--- src/logic/tprt_pkg.sv ---
// Purpose: constants for the test pattern, offset trim and margin registers
// Assumes: AHB-Lite slave, 32-bit data, one register per aligned word
// Notes: register offsets are word indices; byte address is four times
// Notes on behaviour
// - low pattern byte register, read/write, resets zero
// - middle pattern byte register, read/write, resets zero
// - high pattern nibble in bits 3-0
// - reserved upper bits read zero, ignore writes
// - reference select codes; 110b and 111b mean 5.0V
// - bit 5 enables margining, resets zero
// - signed 5-bit buffer offset code, bits 4-0
// - pattern used only while substitution selected; kept
// - output bits 21-2 carry pattern when selected
package tprt_pkg;
  // register word indices; byte address is four times the index
  localparam logic [7:0] TPRT_IDX_PAT_LOW = 8'h14;
  localparam logic [7:0] TPRT_IDX_PAT_MID = 8'h15;
  localparam logic [7:0] TPRT_IDX_PAT_HIGH = 8'h16;
  localparam logic [7:0] TPRT_IDX_CAL_SEL = 8'h20;
  localparam logic [7:0] TPRT_IDX_REF_MARGIN = 8'h30;
  // control register of our own: bit 0 selects pattern substitution
  localparam logic [7:0] TPRT_IDX_DATA_CTRL = 8'h10;
  localparam int TPRT_ADDR_W = 10;
  // writable-bit masks; other bits are reserved and read zero
  localparam logic [7:0] TPRT_MASK_PAT_LOW = 8'hff;
  localparam logic [7:0] TPRT_MASK_PAT_MID = 8'hff;
  localparam logic [7:0] TPRT_MASK_PAT_HIGH = 8'h0f;
  localparam logic [7:0] TPRT_MASK_CAL_SEL = 8'h07;
  localparam logic [7:0] TPRT_MASK_REF_MARGIN = 8'h3f;
  localparam logic [7:0] TPRT_MASK_DATA_CTRL = 8'h01;
  localparam logic [7:0] TPRT_RESET_VALUE = 8'h00;
  localparam int TPRT_MARGIN_EN_BIT = 5;
  localparam int TPRT_SUBST_BIT = 0;
  localparam int TPRT_PATTERN_W = 20;
  localparam int TPRT_WORD_W = 22;
  localparam int TPRT_WORD_LSB = 2;
  // reference ranges for offset calibration
  typedef enum logic [2:0] {
    TPRT_VREF_5V0,
    TPRT_VREF_4V5,
    TPRT_VREF_4V096,
    TPRT_VREF_3V3,
    TPRT_VREF_3V0,
    TPRT_VREF_2V5
  } tprt_vref_t;
endpackage

--- src/logic/tprt_word_mux.sv ---
// Purpose: choose conversion result or fixed pattern for the output word
// Assumes: parity bits 1-0 are supplied by the caller
// Notes: combinational; the top registers the result
module tprt_word_mux (
  input wire logic i_subst,
  input wire logic [tprt_pkg::TPRT_PATTERN_W-1:0] i_pattern,
  input wire logic [tprt_pkg::TPRT_PATTERN_W-1:0] i_conv,
  input wire logic [1:0] i_low_bits,
  output logic [tprt_pkg::TPRT_WORD_W-1:0] o_word
);
  import tprt_pkg::*;

  // pattern only replaces bits 21-2; the stored pattern is untouched
  assign o_word = {(i_subst ? i_pattern : i_conv), i_low_bits};
endmodule

--- src/logic/tprt_regs.sv ---
// Purpose: register bank for fixed output pattern, offset cal and margin
// Assumes: AHB-Lite single word transfers, zero wait states, OKAY only
// Notes: registers are 8 bits in the low byte lane; upper bits read zero
//
// Chosen here: register access over AHB-Lite.
module tprt_regs (
  input wire logic i_mclk,
  input wire logic i_srst,
  input wire logic i_hsel,
  input wire logic [31:0] i_haddr,
  input wire logic [1:0] i_htrans,
  input wire logic i_hwrite,
  input wire logic [2:0] i_hsize,
  input wire logic [31:0] i_hwdata,
  input wire logic i_hready,
  output logic [31:0] o_hrdata,
  output logic o_hreadyout,
  output logic o_hresp,
  input wire logic [tprt_pkg::TPRT_PATTERN_W-1:0] i_conv_result,
  input wire logic [1:0] i_parity_bits,
  output logic [tprt_pkg::TPRT_WORD_W-1:0] o_output_word,
  output logic [tprt_pkg::TPRT_PATTERN_W-1:0] o_fixed_output_pattern,
  output logic o_pattern_substitute_select,
  output logic [2:0] o_reference_select,
  output logic o_margining_enable,
  output logic [4:0] o_buffer_offset_code
);
  import tprt_pkg::*;

  typedef struct packed {
    logic [7:0] pattern_low_byte;
    logic [7:0] pattern_middle_byte;
    logic [7:0] pattern_high_nibble;
    logic [7:0] offset_calibration_select;
    logic [7:0] reference_margin_control;
    logic [7:0] data_control;
    logic wr_pend;
    logic [7:0] wr_idx;
    logic [31:0] rdata;
    logic [TPRT_WORD_W-1:0] word;
    logic [2:0] ref_sel;
  } tprt_state_t;

  tprt_state_t state_reg;
  tprt_state_t state_next;
  logic [TPRT_WORD_W-1:0] word_mux;
  logic [TPRT_PATTERN_W-1:0] fixed_output_pattern;
  logic addr_phase;
  logic [7:0] addr_idx;

  // register index from a byte address; out-of-range bits force a miss
  function automatic logic [7:0] tprt_index(input logic [31:0] addr);
    if (addr[31:TPRT_ADDR_W] != '0) begin
      return 8'hff;
    end
    return addr[TPRT_ADDR_W-1:2];
  endfunction

  // read value of a register, reserved bits masked to zero
  function automatic logic [7:0] tprt_read(input tprt_state_t s,
                                           input logic [7:0] idx);
    case (idx)
      TPRT_IDX_PAT_LOW: return s.pattern_low_byte;
      TPRT_IDX_PAT_MID: return s.pattern_middle_byte;
      TPRT_IDX_PAT_HIGH: return s.pattern_high_nibble
                                & TPRT_MASK_PAT_HIGH;
      TPRT_IDX_CAL_SEL: return s.offset_calibration_select
                               & TPRT_MASK_CAL_SEL;
      TPRT_IDX_REF_MARGIN: return s.reference_margin_control
                                  & TPRT_MASK_REF_MARGIN;
      TPRT_IDX_DATA_CTRL: return s.data_control & TPRT_MASK_DATA_CTRL;
      default: return 8'h00;
    endcase
  endfunction

  // codes above the 2.5V entry fall back to the 5.0V calibration
  function automatic logic [2:0] tprt_ref_decode(input logic [2:0] code);
    if (code > 3'(TPRT_VREF_2V5)) begin
      return 3'(TPRT_VREF_5V0);
    end
    return code;
  endfunction

  // pattern assembled high nibble, middle byte, low byte
  assign fixed_output_pattern = {state_reg.pattern_high_nibble[3:0],
                                 state_reg.pattern_middle_byte,
                                 state_reg.pattern_low_byte};

  assign addr_phase = i_hsel & i_hready & i_htrans[1];
  assign addr_idx = tprt_index(i_haddr);

  tprt_word_mux u_mux (
    .i_subst(state_reg.data_control[TPRT_SUBST_BIT]),
    .i_pattern(fixed_output_pattern),
    .i_conv(i_conv_result),
    .i_low_bits(i_parity_bits),
    .o_word(word_mux)
  );

  // next state: write data lands in the data phase after the address phase
  always_comb begin
    state_next = state_reg;
    state_next.word = word_mux;
    if (state_reg.wr_pend) begin
      case (state_reg.wr_idx)
        TPRT_IDX_PAT_LOW: state_next.pattern_low_byte =
          i_hwdata[7:0] & TPRT_MASK_PAT_LOW;
        TPRT_IDX_PAT_MID: state_next.pattern_middle_byte =
          i_hwdata[7:0] & TPRT_MASK_PAT_MID;
        TPRT_IDX_PAT_HIGH: state_next.pattern_high_nibble =
          i_hwdata[7:0] & TPRT_MASK_PAT_HIGH;
        TPRT_IDX_CAL_SEL: state_next.offset_calibration_select =
          i_hwdata[7:0] & TPRT_MASK_CAL_SEL;
        TPRT_IDX_REF_MARGIN: state_next.reference_margin_control =
          i_hwdata[7:0] & TPRT_MASK_REF_MARGIN;
        TPRT_IDX_DATA_CTRL: state_next.data_control =
          i_hwdata[7:0] & TPRT_MASK_DATA_CTRL;
        default: ;
      endcase
    end
    // decode kept in a flop so the select output has no logic behind it
    state_next.ref_sel =
      tprt_ref_decode(state_next.offset_calibration_select[2:0]);
    state_next.wr_pend = addr_phase & i_hwrite;
    state_next.wr_idx = addr_idx;
    // read data captured at the address phase, so a read right after a
    // write to the same register returns the old value
    if (addr_phase & ~i_hwrite) begin
      state_next.rdata = {24'h000000, tprt_read(state_reg, addr_idx)};
    end else begin
      state_next.rdata = 32'h00000000;
    end
  end

  // all state in one register; synchronous reset to zero
  always_ff @(posedge i_mclk) begin
    if (i_srst) begin
      state_reg <= '0;
    end else begin
      state_reg <= state_next;
    end
  end

  // outputs straight from flip-flops
  assign o_hrdata = state_reg.rdata;
  assign o_hreadyout = 1'b1;
  assign o_hresp = 1'b0;
  assign o_output_word = state_reg.word;
  assign o_fixed_output_pattern = {state_reg.pattern_high_nibble[3:0],
                                   state_reg.pattern_middle_byte,
                                   state_reg.pattern_low_byte};
  assign o_pattern_substitute_select = state_reg.data_control[TPRT_SUBST_BIT];
  // decoded select; raw codes 6 and 7 still read back as written
  assign o_reference_select = state_reg.ref_sel;
  assign o_margining_enable =
    state_reg.reference_margin_control[TPRT_MARGIN_EN_BIT];
  assign o_buffer_offset_code =
    state_reg.reference_margin_control[4:0];
endmodule

--- config.mk ---
export PLATFORM = sky130hd
export DESIGN_NAME = tprt_regs
export DESIGN_NICKNAME = d
export VERILOG_FILES = /design/src/logic/tprt_pkg.sv /design/src/logic/tprt_word_mux.sv /design/src/logic/tprt_regs.sv
export SDC_FILE = /design/constraint.sdc
export NUM_CORES = 1
export LEC_CHECK = 0
export ABC_CLOCK_PERIOD_IN_PS = 1800
export BUFFER_PORTS_ARGS = -buffer_cell sky130_fd_sc_hd__buf_2
export CAP_MARGIN = 20
export CORE_ASPECT_RATIO = 0.7
export CORE_MARGIN = 5
export CORE_UTILIZATION = 39
export CTS_CLUSTER_SIZE = 25
export DETAILED_ROUTE_END_ITERATION = 12
export MAX_ROUTING_LAYER = met4
export PLACE_DENSITY = 0.76
export SLEW_MARGIN = 20
export SYNTH_ARGS = -nofsm -noshare
export SYNTH_HDL_FRONTEND = slang
export SYNTH_SLANG_ARGS = --single-unit
--- constraint.sdc ---
create_clock -name i_mclk -period 1.8 [get_ports i_mclk]
set_input_delay 0 -clock i_mclk [delete_from_list [all_inputs] [get_ports i_mclk]]
set_output_delay 0 -clock i_mclk [all_outputs]
set_load 0.02 [all_outputs]
==> metrics.md <==
| Metric | Value |
|---|---|
| Largest net degree at the start of global routing | `65` |
| P_sw | `902 µW` |
| Final Non-Filler Cells | `623` |
| Xor/xnor share of the synthesized area | `0%` |
| Clock Path Buffers | `2` |
| Switching Fraction | `22.3%` |
| DR WL/cell | `15.7 µm` |
| WL final | `9770 µm` |
| Fin. Hold Viols | `0` |
| Fin crit share | `98.7%` |
| Post-CTS setup buffers | `0` |
| Setup tns final | `0 ns` |
| Max Cap Viol | `0` |
| Hpwl dp | `7090 µm` |
| I/O Buffers | `125` |
| Die Wd | `125 µm` |
| Req. time, crit path | `1.99 ns` |
| DRC errors left | `0` |
| Inserted Diodes | `0` |
| Reg clk slew, reported paths | `0.06 ns` |
| CTS tree | `done` |
| DIE AREA | `11400 µm²` |
| Worst skew pair latency | `0.33 ns` |
| Vias in the first global route | `2985` |
| Post-Synth Adder-Cell Area | `0%` |
| Clock skew | `0.00750 ns` |
| Tmin final | `1.78 ns` |
| Placer congestion estimate | `0.862` |
| Antenna violations before repair | `0` |
| Setup violators final | `0` |
| Largest family of logic cells by synthesized area | `buffers and inverters` |
| # fillers | `836` |
| Clk sinks | `72` |
| Cell Pwr Density | `872 nW/µm²` |
| Final net count | `590` |
| Tightest Pin Transition | `0.663 ns` |
| Share of layout cells above drive strength 1 | `35.3%` |
| Synth Area in Compound Gates | `4.66%` |
| DR vias/cell | `4.64` |
| Seq cells post-synth | `72` |
| Core area | `9070 µm²` |
| Simple-gate share of the synthesized area | `18.3%` |
| Peak supply drop | `0.000407 V` |
| Starting DRC count in detailed routing | `111` |
| First-pass GRT wire length | `15300 µm` |
| Combinational share of power | `9.3%` |
| Die height | `90.7 µm` |
| H-tree level count | `3` |
| Critical path type | `flop to flop` |
| Max Slew Vio Count | `0` |
| CTS buffer count | `9` |
| CTS Root Cell | `clkbuf_16` |
| Clk pwr share | `50.1%` |
| Sequential share of the synthesized area | `39.8%` |
| Result of the run | `finished clean` |
| Area Growth Syn to Fin | `27.8%` |
| GRT Overall Usage | `17.5%` |
| Crit. End Element | `flop` |
| Yosys cell types | `41` |
| Ports | `182` |
| Max transition margin | `55.8%` |
| Via Count | `2889` |
| Row count | `29` |
| Reg power frac | `40.6%` |
| HP Class | `input pin to flop` |
| ANT nets after route | `0` |
| Synth Instances | `381` |
| GR Overflow Total | `0` |
| Mapped cell area | `3620 µm²` |
| Startpoint Class | `flop` |
| Unrepaired setup endpoints after global routing | `true` |
| Max reg flops | `22` |
| Leakage power | `2.08 nW` |
| Fmax | `563 MHz` |
| Critical path arrival | `1.97 ns` |
| Pint | `3.14 mW` |
| Placed cell count | `573` |
| Mapped Avg Cell Area | `9.51 µm²` |
| Post-synthesis mux area share | `16.6%` |
| Final core occ | `51.1%` |
| Drt pass-1 iters | `4` |
| Yosys warnings | `0` |
| Initial core utilization | `40.0%` |
| Crit-path max FO | `4` |
| Pwr Total | `4.04 mW` |
-- kinds of logic (layout without fill, tap and decap cells) --
family                 Yosys count  in the layout
AOI/OAI and AO/OA               24             24
buffers and inverters          109            203
DFF                             72             72
muxes                           60             60
other                            2             26
and+or+nand+nor                114            114
-- Yosys cell counts --
cell,count,area (µm²)
o2bb2ai_1,2,17.5
nor4b_1,1,8.76
or4_1,3,22.5
nand3_1,3,15.0
or2_1,2,12.5
or4_4,2,22.5
conb_1,2,7.51
a2bb2oi_1,2,17.5
nor3_1,6,30.0
mux2_2,2,22.5
mux2i_1,58,581
a21oi_1,10,50.1
o211ai_1,2,15.0
nand2b_1,2,12.5
buf_1,1,3.75
nand3b_1,3,22.5
inv_1,9,33.8
or4b_1,3,30.0
a21o_1,2,15.0
nor4bb_1,2,20.0
a22oi_1,2,15.0
and2_1,3,18.8
nor2_1,52,195
buf_4,84,631
a211oi_1,1,7.51
or3_1,4,25.0
and4bb_2,1,12.5
dfxtp_1,72,1440
nor3_2,1,10.0
nand2_1,10,37.5
nand4_1,2,12.5
a31oi_1,1,6.26
nor2b_1,3,18.8
nor3b_1,1,7.51
nor4_4,3,63.8
nor4b_4,1,23.8
buf_6,2,22.5
or3b_1,2,17.5
nor4_1,4,25.0
clkbuf_1,13,48.8
a211oi_2,2,25.0
-- power groups by stage --
stage / combinational, mW / clock, mW / sequential (mW)
floorplan: 0.248 / 0 / 1.68
global placement: 0.306 / 0 / 1.67
detailed placement: 0.314 / 0 / 1.68
CTS: 0.371 / 2.06 / 1.64
global route: 0.405 / 2.12 / 1.65
finish: 0.375 / 2.02 / 1.64
-- routing by layer --
layer / vias to the layer above / GRT usage (%) / share of wire (%)
li1: 1411 / - / -
met1: 1370 / 20.4 / 44
met2: 93 / 28.8 / 48
met3: 15 / 5.02 / 5.5
met4: 0 / 6.41 / 1.8
met5: - / - / 0
-- per-stage QoR --
step	hold slack (ns)	setup slack, ns	instance area [µm²]
global route	0.0265	-0.0358	4630
finish	0.0241	0.0235	4630
CTS	0.0102	0.0177	4610
global placement	0.209	-0.0199	3930
floorplan	0.126	-0.0707	3720
detailed placement	0.224	-0.0752	3930
-- final cells by class --
cell class	count	area (µm²)	share of cell area (%)
Clock inverter	6	108	2.32
Timing Repair Buffer	178	1120	24.1
Multi-Input combinational cell	224	1550	33.4
Clock buffer	10	229	4.94
Sequential cell	72	1440	31.2
Tap cell	124	155	3.35
Inverter	9	33.8	0.729
-- path summary, 6_finish.rpt --
path | startpoint | endpoint | slack, ns | cells after the start
hold reg to reg | o_margining_enable | o_hrdata[5] | 0.49 | 2
hold / removal | i_hwdata[0] | o_reference_select[0] | 0.02 | 3
setup / recovery | state_reg[63] | o_fixed_output_pattern[7] | 0.02 | 5
setup reg to reg | state_reg[63] | o_fixed_output_pattern[7] | 0.02 | 5
-- what timing repair did --
item / in CTS / in global routing
hold buffers: 34 / 0
endpoints found under the hold margin: 42 / 0
resized for setup: 1 / 5
gates cloned: 0 / 0
pin swaps: 0 / 2
endpoints found under the setup margin: 20 / 21
-- worst max-delay path, cell delays in order, from the launching register on --
cell,delay (ns)
dfxtp_2,0.32
or4b_4,0.60
nor4_4,0.27
buf_4,0.21
mux2i_1,0.20
nor2_1,0.05
-- placed cells by master (no fill, tap or decap), drive strengths merged, types with 2 or more instances in the layout --
cell,Yosys,routed
buf,87,144
dfxtp,72,72
mux2i,58,58
nor2,52,52
dlygate4sd3,0,34
conb,2,26
nand2,10,10
a21oi,10,10
clkbuf,13,10
inv,9,9
nor3,7,7
nor4,7,7
or4,5,5
or3,4,4
nor2b,3,3
nand3b,3,3
nand3,3,3
and2,3,3
bufinv,0,3
or4b,3,3
a211oi,3,3
nand2b,2,2
or3b,2,2
nor4bb,2,2
or2,2,2
o211ai,2,2
a21o,2,2
mux2,2,2
a22oi,2,2
o2bb2ai,2,2
a2bb2oi,2,2
nand4,2,2
clkinv,0,2
nor4b,2,2
No activity file was read; power rests on OpenSTA's default activity.
